<file path="src/logic/sdc_pkg.sv">
// Purpose: Shared constants for the serial strobe decoder and calibration control
// Assumes: 200 MHz system clock
// Notes:   Offsets are serial header base addresses
package sdc_pkg;

    // Header byte flag bits
    localparam int       HDR_RW_BIT      = 7;
    localparam int       HDR_BURST_BIT   = 6;
    localparam logic [5:0] STROBE_BASE   = 6'h30;   // Bases at or above are strobes/status
    localparam logic [5:0] CFG_LAST      = 6'h2E;   // Last configuration address
    localparam logic [5:0] FIFO_ADDR     = 6'h3F;   // Receive FIFO address

    // Strobe offsets
    localparam logic [5:0] CHIP_RESET_STROBE      = 6'h30;
    localparam logic [5:0] OSCILLATOR_OFF_STROBE  = 6'h32;
    localparam logic [5:0] SYNTH_CALIBRATE_STROBE = 6'h33;
    localparam logic [5:0] RECEIVE_ENABLE_STROBE  = 6'h34;
    localparam logic [5:0] GO_IDLE_STROBE         = 6'h36;
    localparam logic [5:0] POWER_DOWN_STROBE      = 6'h39;
    localparam logic [5:0] FIFO_FLUSH_STROBE      = 6'h3A;
    localparam logic [5:0] NO_OPERATION_STROBE    = 6'h3D;

    // Calibration and test registers
    localparam logic [5:0] AUTOCAL_CTRL_ADDR      = 6'h18;
    localparam int         AUTOCAL_LSB            = 4;  // Two-bit field, nonzero enables
    localparam logic [5:0] CHARGE_PUMP_CAL_RESULT = 6'h23;
    localparam logic [5:0] VCO_CURRENT_CAL_RESULT = 6'h24;
    localparam logic [5:0] VCO_CAP_CAL_RESULT     = 6'h25;
    localparam logic [5:0] SYNTH_TEST_SETTING     = 6'h2E;
    localparam int         CP_CAL_LSB             = 4;
    localparam int         OSC_SEL_CAL_EN_BIT     = 1;
    localparam logic [7:0] SYNTH_TEST_RESET       = 8'h09;
    localparam logic [7:0] CFG_RESET_DEFAULT      = 8'h00;

    // Status register offsets
    localparam logic [5:0] STATUS_FIRST           = 6'h30;
    localparam logic [5:0] STATE_STATUS_ADDR      = 6'h35;
    localparam logic [5:0] RXBYTES_STATUS_ADDR    = 6'h3B;

    // Calibration times in ns
    localparam int CAL_FULL_NS       = 712000;
    localparam int CAL_FULL_ALT_NS   = 724000;
    localparam int CAL_SHORT_NS      = 145000;
    localparam int CAL_SHORT_ALT_NS  = 157000;
    localparam int SYNTH_ON_NS       = 75000;
    localparam int CLK_PERIOD_NS     = 5;
    localparam int CAL_FULL_CYC      = CAL_FULL_NS / CLK_PERIOD_NS;
    localparam int CAL_FULL_ALT_CYC  = CAL_FULL_ALT_NS / CLK_PERIOD_NS;
    localparam int CAL_SHORT_CYC     = CAL_SHORT_NS / CLK_PERIOD_NS;
    localparam int CAL_SHORT_ALT_CYC = CAL_SHORT_ALT_NS / CLK_PERIOD_NS;
    localparam int SYNTH_ON_CYC      = SYNTH_ON_NS / CLK_PERIOD_NS;

    // Main radio states
    typedef enum logic [2:0]
    {
        SDC_IDLE,
        SDC_CAL,
        SDC_SETTLE,
        SDC_RX,
        SDC_OVERFLOW,
        SDC_XOFF,
        SDC_SLEEP
    } sdc_state_t;

endpackage : sdc_pkg

</file>
<file path="src/logic/sdc_core.sv">
// Purpose: Serial header decoder, register space, command strobes, synth calibration
// Assumes: Host is serial master, mode 0, MSB first; serial pins are asynchronous
// Notes:   Radio datapath is outside; received bytes arrive on i_rx_valid/i_rx_byte
// What this block does
// Strobe addresses trigger actions, not storage
// Forty-two 8-bit writable configuration registers
// Configuration registers reset to defaults
// Host rewrites non-default registers after reset
// Unused configuration addresses accept dummy writes
// Two read-only status registers ignore writes
// FIFO read at one address pops bytes
// Status byte returned during header and writes
// Burst bit means status read above 0x2F
// Oscillator-off strobe stops crystal
// Calibrate strobe calibrates then turns synth off
// Receive strobe from idle, autocalibrate first
// Power-down happens when chip select rises
// Flush strobe empties receive FIFO
// Host flushes only in idle or overflow
// No-op strobe only returns status
// Full calibration lasts 712/724 us
// Restored results need 75 us turn-on
// Charge pump cal disabled shortens calibration
// Test setting lost through sleep
// Reserved strobes do nothing, return status
`timescale 1ns/1ps
module sdc_core #(
    parameter int FIFO_DEPTH = 64,                  // Receive FIFO bytes
    parameter int CAL_FULL   = sdc_pkg::CAL_FULL_CYC,
    parameter int CAL_FULL_A = sdc_pkg::CAL_FULL_ALT_CYC,
    parameter int CAL_SHORT  = sdc_pkg::CAL_SHORT_CYC,
    parameter int CAL_SHORT_A = sdc_pkg::CAL_SHORT_ALT_CYC,
    parameter int SYNTH_ON   = sdc_pkg::SYNTH_ON_CYC
) (
    input  wire logic       i_clk,
    input  wire logic       i_reset,
    input  wire logic       i_sclk,                  // Serial clock pin
    input  wire logic       i_serial_chip_select_n,  // Serial select pin
    input  wire logic       i_mosi,                  // Serial data in
    output logic            o_miso,                  // Serial data out
    input  wire logic       i_rx_valid,              // Received byte strobe
    input  wire logic [7:0] i_rx_byte,               // Received byte
    output logic            o_xosc_on,               // Crystal oscillator enabled
    output logic            o_synth_on,              // Synthesizer powered
    output logic            o_rx_on,                 // Receiver enabled
    output logic            o_cal_busy,              // Calibration running
    output logic            o_sleep,                 // Power-down state
    output sdc_pkg::sdc_state_t o_state              // Main state
);
    import sdc_pkg::*;

    localparam int CW = 18;                          // Calibration counter width
    localparam int AW = $clog2(FIFO_DEPTH);

    // Elaboration checks on parameters
    if (FIFO_DEPTH < 2 || (FIFO_DEPTH & (FIFO_DEPTH - 1)) != 0 || FIFO_DEPTH > 64)
        $error("FIFO_DEPTH must be a power of two from 2 to 64");
    if (CAL_FULL_A >= (1 << CW) || CAL_FULL < 1 || CAL_SHORT < 1 || SYNTH_ON < 1)
        $error("Calibration counts out of range");

    // Three-stage synchronisers on the serial pins
    logic [2:0] sclk_s_r;
    logic [2:0] csn_s_r;
    logic [2:0] mosi_s_r;
    logic       sclk_q_r;                            // Filtered levels
    logic       csn_q_r;
    logic       mosi_q_r;

    // Shift engine
    logic [2:0] bit_cnt_r;                           // Bit within byte
    logic [7:0] shin_r;                              // Incoming byte
    logic [7:0] shout_r;                             // Outgoing byte
    logic       hdr_done_r;                          // Header already taken
    logic [5:0] addr_r;                              // Current access address
    logic       rd_r;                                // Read access
    logic       burst_r;                             // Burst access
    logic       pwd_pend_r;                          // Power-down armed until select rises

    // Register storage, decoded on full address range
    logic [7:0] cfg_r [0:47];                        // Configuration array
    logic [7:0] fifo_r [0:FIFO_DEPTH-1];             // Receive FIFO
    logic [AW:0] wr_ptr_r;
    logic [AW:0] rd_ptr_r;
    sdc_state_t  state_r;
    logic [CW-1:0] cal_cnt_r;                        // Calibration/settle countdown
    logic        cal_to_rx_r;                        // Enter receive when done

    // Filtered pin edges: change counts once stages 2 and 3 agree
    wire sclk_rise = (sclk_s_r[1] == sclk_s_r[2]) && sclk_s_r[2] && !sclk_q_r;
    wire sclk_fall = (sclk_s_r[1] == sclk_s_r[2]) && !sclk_s_r[2] && sclk_q_r;
    wire csn_rise  = (csn_s_r[1] == csn_s_r[2]) && csn_s_r[2] && !csn_q_r;
    wire byte_done = sclk_rise && !csn_q_r && (bit_cnt_r == 3'd7);
    wire [7:0] full_byte = {shin_r[6:0], mosi_q_r};
    wire fifo_count_ok = (wr_ptr_r != rd_ptr_r);
    wire [AW:0] fifo_level = wr_ptr_r - rd_ptr_r;

    // Configuration address is one of the 42 real registers
    function automatic logic is_cfg(input logic [5:0] a);
        is_cfg = (a <= CFG_LAST) && a != 6'h1E && a != 6'h1F && a != 6'h22
                 && a != 6'h27 && a != 6'h28;
    endfunction : is_cfg

    // Status byte: ready-n, state, FIFO level
    function automatic logic [7:0] status_byte(input sdc_state_t s, input logic [AW:0] lvl);
        logic [2:0] st;
        st = 3'd0;
        unique case (s)
            SDC_RX:       st = 3'd1;
            SDC_CAL, SDC_SETTLE: st = 3'd4;
            SDC_OVERFLOW: st = 3'd6;
            default:      st = 3'd0;
        endcase
        status_byte = {(s == SDC_XOFF || s == SDC_SLEEP), st,
                       (lvl > 15) ? 4'hF : lvl[3:0]};
    endfunction : status_byte

    // Read-only status registers; writes never land here
    function automatic logic [7:0] status_reg(input logic [5:0] a);
        status_reg = 8'h00;
        if (a == STATE_STATUS_ADDR)
            status_reg = {5'h00, state_r};
        else if (a == RXBYTES_STATUS_ADDR)
            status_reg = {(state_r == SDC_OVERFLOW), 7'(fifo_level)};
    endfunction : status_reg

    // Pin synchronisers and filtered levels
    always_ff @(posedge i_clk or posedge i_reset)
    begin
        if (i_reset)
        begin
            sclk_s_r <= 3'b000;
            csn_s_r  <= 3'b111;
            mosi_s_r <= 3'b000;
            sclk_q_r <= 1'b0;
            csn_q_r  <= 1'b1;
            mosi_q_r <= 1'b0;
        end
        else
        begin
            sclk_s_r <= {sclk_s_r[1:0], i_sclk};
            csn_s_r  <= {csn_s_r[1:0], i_serial_chip_select_n};
            mosi_s_r <= {mosi_s_r[1:0], i_mosi};
            if (sclk_s_r[1] == sclk_s_r[2])
                sclk_q_r <= sclk_s_r[2];
            if (csn_s_r[1] == csn_s_r[2])
                csn_q_r <= csn_s_r[2];
            if (mosi_s_r[1] == mosi_s_r[2])
                mosi_q_r <= mosi_s_r[2];
        end
    end

    // Shift engine and header decode
    always_ff @(posedge i_clk or posedge i_reset)
    begin
        if (i_reset)
        begin
            bit_cnt_r  <= 3'd0;
            shin_r     <= 8'h00;
            shout_r    <= 8'h00;
            hdr_done_r <= 1'b0;
            addr_r     <= 6'h00;
            rd_r       <= 1'b0;
            burst_r    <= 1'b0;
            o_miso     <= 1'b0;
        end
        else if (csn_q_r)
        begin
            // Deselected: restart framing, preload status for next header
            bit_cnt_r  <= 3'd0;
            hdr_done_r <= 1'b0;
            shout_r    <= status_byte(state_r, fifo_level);
            o_miso     <= 1'b0;
        end
        else if (sclk_rise)
        begin
            bit_cnt_r <= bit_cnt_r + 3'd1;
            shin_r    <= full_byte;
            if (byte_done && !hdr_done_r)
            begin
                hdr_done_r <= 1'b1;
                addr_r     <= full_byte[5:0];
                rd_r       <= full_byte[HDR_RW_BIT];
                burst_r    <= full_byte[HDR_BURST_BIT];
            end
            else if (byte_done && burst_r && addr_r < STROBE_BASE)
                addr_r <= addr_r + 6'd1;                     // Burst steps through config
        end
        else if (sclk_fall)
        begin
            // Load next outgoing byte at byte boundary, else shift
            if (bit_cnt_r == 3'd0 && hdr_done_r)
            begin
                if (!rd_r)
                    shout_r <= status_byte(state_r, fifo_level);
                else if (addr_r == FIFO_ADDR)
                    shout_r <= fifo_r[rd_ptr_r[AW-1:0]];
                else if (addr_r >= STROBE_BASE && burst_r)
                    shout_r <= status_reg(addr_r);
                else if (addr_r >= STROBE_BASE)
                    shout_r <= status_byte(state_r, fifo_level);
                else
                    shout_r <= cfg_r[addr_r];
            end
            else
                shout_r <= {shout_r[6:0], 1'b0};
        end
        else
            o_miso <= shout_r[7];                            // Bit stands before next rise
    end

    // Decoded actions taken at end of a byte
    wire is_hdr     = byte_done && !hdr_done_r;
    wire strobe_hit = is_hdr && full_byte[5:0] >= STROBE_BASE && !full_byte[HDR_BURST_BIT]
                      && full_byte[5:0] != FIFO_ADDR;
    wire [5:0] strobe_code = full_byte[5:0];
    wire cfg_write  = byte_done && hdr_done_r && !rd_r && addr_r < STROBE_BASE;
    wire fifo_pop   = byte_done && hdr_done_r && rd_r && addr_r == FIFO_ADDR && fifo_count_ok;
    wire do_reset   = strobe_hit && strobe_code == CHIP_RESET_STROBE;
    wire do_flush   = strobe_hit && strobe_code == FIFO_FLUSH_STROBE;
    wire autocal    = cfg_r[AUTOCAL_CTRL_ADDR][AUTOCAL_LSB +: 2] != 2'b00;
    wire cp_cal_en  = cfg_r[CHARGE_PUMP_CAL_RESULT][CP_CAL_LSB +: 2] != 2'b00;
    wire alt_test   = cfg_r[SYNTH_TEST_SETTING][OSC_SEL_CAL_EN_BIT];

    // Calibration length from options
    function automatic logic [CW-1:0] cal_len(input logic cp, input logic alt);
        if (cp)
            cal_len = alt ? CW'(CAL_FULL_A) : CW'(CAL_FULL);
        else
            cal_len = alt ? CW'(CAL_SHORT_A) : CW'(CAL_SHORT);
    endfunction : cal_len

    // Configuration registers; unused and reserved addresses absorb writes
    always_ff @(posedge i_clk or posedge i_reset)
    begin
        if (i_reset)
        begin
            for (int i = 0; i < 48; i++)
                cfg_r[i] <= (i == int'(SYNTH_TEST_SETTING)) ? SYNTH_TEST_RESET
                                                           : CFG_RESET_DEFAULT;
        end
        else if (do_reset)
        begin
            // Chip reset strobe restores every default
            for (int i = 0; i < 48; i++)
                cfg_r[i] <= (i == int'(SYNTH_TEST_SETTING)) ? SYNTH_TEST_RESET
                                                           : CFG_RESET_DEFAULT;
        end
        else
        begin
            if (cfg_write && is_cfg(addr_r))
                cfg_r[addr_r] <= full_byte;
            // Dummy writes to unused addresses are dropped
            if (state_r == SDC_SLEEP)
                cfg_r[SYNTH_TEST_SETTING] <= SYNTH_TEST_RESET;
        end
    end

    // Receive FIFO storage, single address access
    always_ff @(posedge i_clk)
    begin
        if (i_rx_valid && state_r == SDC_RX && fifo_level != (AW+1)'(FIFO_DEPTH))
            fifo_r[wr_ptr_r[AW-1:0]] <= i_rx_byte;
    end

    // FIFO pointers, flush on strobe
    always_ff @(posedge i_clk or posedge i_reset)
    begin
        if (i_reset)
        begin
            wr_ptr_r <= '0;
            rd_ptr_r <= '0;
        end
        else if (do_flush || do_reset)
        begin
            wr_ptr_r <= '0;
            rd_ptr_r <= '0;
        end
        else
        begin
            if (i_rx_valid && state_r == SDC_RX && fifo_level != (AW+1)'(FIFO_DEPTH))
                wr_ptr_r <= wr_ptr_r + 1'b1;
            if (fifo_pop)
                rd_ptr_r <= rd_ptr_r + 1'b1;
        end
    end

    // Main state machine driven by strobes; reserved codes fall through
    always_ff @(posedge i_clk or posedge i_reset)
    begin
        if (i_reset)
        begin
            state_r     <= SDC_IDLE;
            cal_cnt_r   <= '0;
            cal_to_rx_r <= 1'b0;
            pwd_pend_r  <= 1'b0;
        end
        else if (do_reset)
        begin
            state_r     <= SDC_IDLE;
            cal_cnt_r   <= '0;
            cal_to_rx_r <= 1'b0;
            pwd_pend_r  <= 1'b0;
        end
        else if (strobe_hit)
        begin
            unique case (strobe_code)
                GO_IDLE_STROBE:
                begin
                    state_r    <= SDC_IDLE;
                    pwd_pend_r <= 1'b0;
                end
                OSCILLATOR_OFF_STROBE:
                    state_r <= SDC_XOFF;
                SYNTH_CALIBRATE_STROBE:
                    if (state_r == SDC_IDLE)
                    begin
                        state_r     <= SDC_CAL;
                        cal_cnt_r   <= cal_len(cp_cal_en, alt_test);
                        cal_to_rx_r <= 1'b0;
                    end
                RECEIVE_ENABLE_STROBE:
                    if (state_r == SDC_IDLE && autocal)
                    begin
                        state_r     <= SDC_CAL;
                        cal_cnt_r   <= cal_len(cp_cal_en, alt_test);
                        cal_to_rx_r <= 1'b1;
                    end
                    else if (state_r == SDC_IDLE)
                    begin
                        state_r   <= SDC_SETTLE;
                        cal_cnt_r <= CW'(SYNTH_ON);
                    end
                POWER_DOWN_STROBE:
                    pwd_pend_r <= 1'b1;
                default:
                    state_r <= state_r;
            endcase
        end
        else if (csn_rise && pwd_pend_r)
        begin
            state_r    <= SDC_SLEEP;
            pwd_pend_r <= 1'b0;
        end
        else if (state_r == SDC_XOFF && csn_rise)
            state_r <= SDC_IDLE;                              // Oscillator restarts when select rises
        else if (state_r == SDC_SLEEP && !csn_q_r)
            state_r <= SDC_IDLE;                              // Wake on select low
        else if (state_r == SDC_CAL || state_r == SDC_SETTLE)
        begin
            if (cal_cnt_r > CW'(1))
                cal_cnt_r <= cal_cnt_r - CW'(1);
            else if (state_r == SDC_CAL && cal_to_rx_r)
            begin
                state_r   <= SDC_SETTLE;                      // Turn synth on after cal
                cal_cnt_r <= CW'(SYNTH_ON);
            end
            else if (state_r == SDC_CAL)
                state_r <= SDC_IDLE;
            else
                state_r <= SDC_RX;
        end
        else if (state_r == SDC_RX && i_rx_valid
                 && fifo_level == (AW+1)'(FIFO_DEPTH))
            state_r <= SDC_OVERFLOW;
        else if (state_r == SDC_OVERFLOW && do_flush)
            state_r <= SDC_IDLE;
    end

    // Registered control outputs
    always_ff @(posedge i_clk or posedge i_reset)
    begin
        if (i_reset)
        begin
            o_xosc_on  <= 1'b1;
            o_synth_on <= 1'b0;
            o_rx_on    <= 1'b0;
            o_cal_busy <= 1'b0;
            o_sleep    <= 1'b0;
            o_state    <= SDC_IDLE;
        end
        else
        begin
            o_xosc_on  <= !(state_r == SDC_XOFF || state_r == SDC_SLEEP);
            o_synth_on <= state_r == SDC_SETTLE || state_r == SDC_RX;
            o_rx_on    <= state_r == SDC_RX;
            o_cal_busy <= state_r == SDC_CAL;
            o_sleep    <= state_r == SDC_SLEEP;
            o_state    <= state_r;
        end
    end

endmodule : sdc_core

</file>
<file path="config.mk">
export PLATFORM = sky130hd
export DESIGN_NAME = sdc_core
export DESIGN_NICKNAME = d
export VERILOG_FILES = /design/src/logic/sdc_pkg.sv /design/src/logic/sdc_core.sv
export SDC_FILE = /design/constraint.sdc
export NUM_CORES = 2
export LEC_CHECK = 0
export ABC_AREA = 0
export BUFFER_PORTS_ARGS = -buffer_cell sky130_fd_sc_hd__buf_2
export CORE_MARGIN = 2
export CORE_UTILIZATION = 45
export CTS_BUF_LIST = sky130_fd_sc_hd__clkbuf_8
export DETAILED_ROUTE_END_ITERATION = 8
export SETUP_SLACK_MARGIN = 0.05
export SYNTH_ARGS = -nofsm -noshare
export SYNTH_HDL_FRONTEND = slang
export SYNTH_SLANG_ARGS = --single-unit
</file>
<file path="constraint.sdc">
create_clock -name i_clk -period 16.3 [get_ports i_clk]
set_input_delay 2.445 -clock i_clk [delete_from_list [all_inputs] [get_ports i_clk]]
set_output_delay 2.445 -clock i_clk [all_outputs]
set_load 0.05 [all_outputs]
</file>
==> metrics.md <==
| Metric | Value |
|---|---|
| Met1 wire length | `52.49 mm` |
| Core Area | `96710 um^2` |
| Die W | `316.3 um` |
| CP Data Arrival Time | `5400 ps` |
| Vias per cell | `5.995` |
| Number of global-route vias before repair | `29530` |
| Reg-to-reg slack, setup | `11340 ps` |
| DRT Pass-1 Iters | `8` |
| CP Max Fanout | `20` |
| Drt drc | `0` |
| Critical path endpoint category | `flop` |
| Net Count, Synth | `3737` |
| Commonest non-fill, non-tap cell in the layout | `nand2_1` |
| Worst Tran Pin Value | `1329 ps` |
| Most used cell, CP | `nor2_1` |
| Num CTS Buffers | `161` |
| Yosys warns | `0` |
| Avg Cell Area, Syn | `11.86 um^2` |
| Post-route ant nets | `0` |
| RSZ-0062 raised after global routing | `false` |
| CTS sink count | `981` |
| Cell Chain, Critical Path | `inv_2 > ha_1 > o21ai_0 > nor2_1 > o41ai_1 > o221ai_1 > o21ai_1 > or4_1 > nor2_1` |
| Crit path required time | `16740 ps` |
| Input/output buffers | `22` |
| Congestion Overflow GR | `0` |
| Post-CTS Setup Bufs | `0` |
| Maximum vdd ir drop | `0.07396 mV` |
| Post-CTS sizing | `0` |
| Critical Path Start Type | `flop` |
| Reg2reg start | `rd_ptr_r[4]` |
| Worst-Skew Late Latency | `840 ps` |
| H-tree depth | `4` |
| Total Wirelength | `126.2 mm` |
| Via Count | `30200` |
| Initial DRC Count | `3343` |
| Share of post-route cells with drive strength above 1 | `0.1431` |
| Setup CP Type | `reg2reg` |
| Placed cell count | `4751` |
| Slew HR | `0.1141` |
| Final hold viol count | `0` |
| First-pass GRT wire length | `191.7 mm` |
| Initial core utilization | `0.4539` |
| Met3 Routed Length | `9.284 mm` |
| Worst path max stage delay | `860 ps` |
| Global placement routability congestion | `0.8885` |
| Clock-pin transition on the worst setup and hold timing paths | `60 ps` |
| Post-synth EDFFs | `512` |
| Top Layer Used | `met5` |
| I/O Pins | `23` |
| Worst Setup SP | `rd_ptr_r[4]` |
| Power density over the cells | `102.9 nW/um^2` |
| Max Cap Viol | `0` |
| Mapped Cells | `3700` |
| Die ar. | `100100 um^2` |
| Synth cell types | `77` |
| Reg2Reg Depth | `9` |
| Routed len/inst | `25.06 um` |
| Dominant synthesized flop cell | `edfxtp_1` |
| Sequential area share after synthesis | `0.6178` |
| Fill cells | `8466` |
| Synth Register Bits | `981` |
| Initial antenna violation count | `2` |
| Post-Synthesis Cell Area | `43900 um^2` |
| CTS max path bufs | `3` |
| Setup_tns | `0 ps` |
| Period utilisation layout | `0.3043` |
| CTS tree | `built` |
| FF-to-FF End | `fifo_r[49][1]` |
| Hold-fix buffers, CTS | `0` |
| Fin. max-slew vios | `0` |
| DR WL met2 | `58.97 mm` |
| Area Growth Syn to Fin | `9.217%` |
| # setup viols final | `0` |
| Clk_skew | `38.38 ps` |
| Slowest-stage cell, CP | `or4_1` |
| Minimum clock period | `4959 ps` |
| Final HPWL DP | `75.79 mm` |
| Root Driver | `clkbuf_8` |
| Fmax | `201.6 MHz` |
| P_leak | `17.55 nW` |
| Status | `finished, final reports clean` |
| Final instance count without filler cells | `5038` |
| Die Height | `316.3 um` |
| Min-Delay Path Class | `reg2reg` |
| Layout Nets | `3675` |
| CP endpoint | `fifo_r[49][1]` |
| GRT Util Overall | `0.2545` |
| Post-synth ARST share | `0.4781` |
| Rows | `114` |
| Largest net degree at the start of global routing | `184` |
| Most frequent cells in the layout | `nand2_1 (712), edfxtp_1 (512), dfrtp_1 (447), o21ai_0 (405), nor2_1 (227)` |
-- flip-flops by register name (all words and copies together) (netlist names), 6 cells and up --
signal and flops:
fifo_r 512, cfg_r 383, cal_cnt_r 18, shout_r 8, rd_ptr_r 7, shin_r 7, wr_ptr_r 7, addr_r 6
-- layout make-up --
class / count / area, um^2 / area share
sequential: 981 / 27150 / 0.5663
multi-input combinational: 2376 / 15460 / 0.3224
clock buffer: 177 / 2436 / 0.05081
tap: 1276 / 1597 / 0.03330
timing repair buffer: 82 / 610.6 / 0.01273
clock inverter: 108 / 544.3 / 0.01135
inverter: 36 / 142.6 / 0.002975
antenna: 2 / 5.005 / 0.0001044
-- cell usage after synthesis (31+ instances only) --
cell,count,share of area
o21ai_0,406,0.046
dfrtp_1,462,0.26
a221oi_1,50,0.010
nor2_1,229,0.020
inv_1,34,0.0029
mux2_2,60,0.015
edfxtp_1,512,0.35
a21oi_1,206,0.023
nor3_1,39,0.0044
buf_2,34,0.0039
nand2_1,712,0.061
mux2i_1,88,0.020
buf_1,31,0.0027
clkbuf_1,236,0.020
a22oi_1,50,0.0086
mux4_2,144,0.074
-- report_power, final --
group / switching, mW / total, mW / internal [mW]
registers: 0.0215 / 2.65 / 2.63
clock network: 1.01 / 2.03 / 1.02
logic: 0.217 / 0.258 / 0.0410
-- cells by family (layout without fill, tap and decap cells) --
family,count (synthesis),count (layout),synth area share
AO/OA/AOI/OAI,909,909,0.1238
other,0,2,0
adder cells (fa/ha/maj),24,24,0.006954
XOR/XNOR,13,13,0.002594
AND/OR/NAND/NOR,1138,1138,0.1087
flip-flops,981,981,0.6178
multiplexers,292,292,0.1093
buffers and inverters,343,403,0.03081
-- worst min-delay path by stage --
stage / to / start / cells after the start
final: mosi_s_r[1] / mosi_s_r[0] / 0
after global routing: mosi_s_r[1] / mosi_s_r[0] / 0
after CTS: mosi_s_r[1] / mosi_s_r[0] / 0
after detailed placement: mosi_s_r[1] / mosi_s_r[0] / 0
after global placement: mosi_s_r[1] / mosi_s_r[0] / 0
after floorplan: mosi_s_r[1] / mosi_s_r[0] / 0
-- per-stage QoR --
step           total power [mW]  worst slack (ps)  instance area (um^2)  hold slack, ps    util
6_report                  4.933             11340                 47950           351.3  0.4958
5_1_grt                   5.096             11070                 47950           362.7  0.4958
4_1_cts                   4.969             11320                 47940           356.7  0.4957
3_5_place_dp              2.953             11170                 44960           344.0  0.4649
3_3_place_gp              2.953             11240                 44960           336.6  0.4649
2_1_floorplan             2.835             785.9                 43900           331.2       -
-- critical path: cells and delay by family, from the launching register on --
kind / cells / cell delay (ps)
simple gates: 3 / 1820
fa+ha+maj: 1 / 570
flops: 1 / 850
buf+inv: 1 / 430
compound gates: 4 / 900
-- layer usage --
metal	up-vias	global-route usage
li1	13440	-
met1	15190	0.3509
met2	1278	0.3965
met3	294	0.04807
met4	2	0.1096
met5	-	0
No activity file was read; power rests on OpenSTA's default activity.
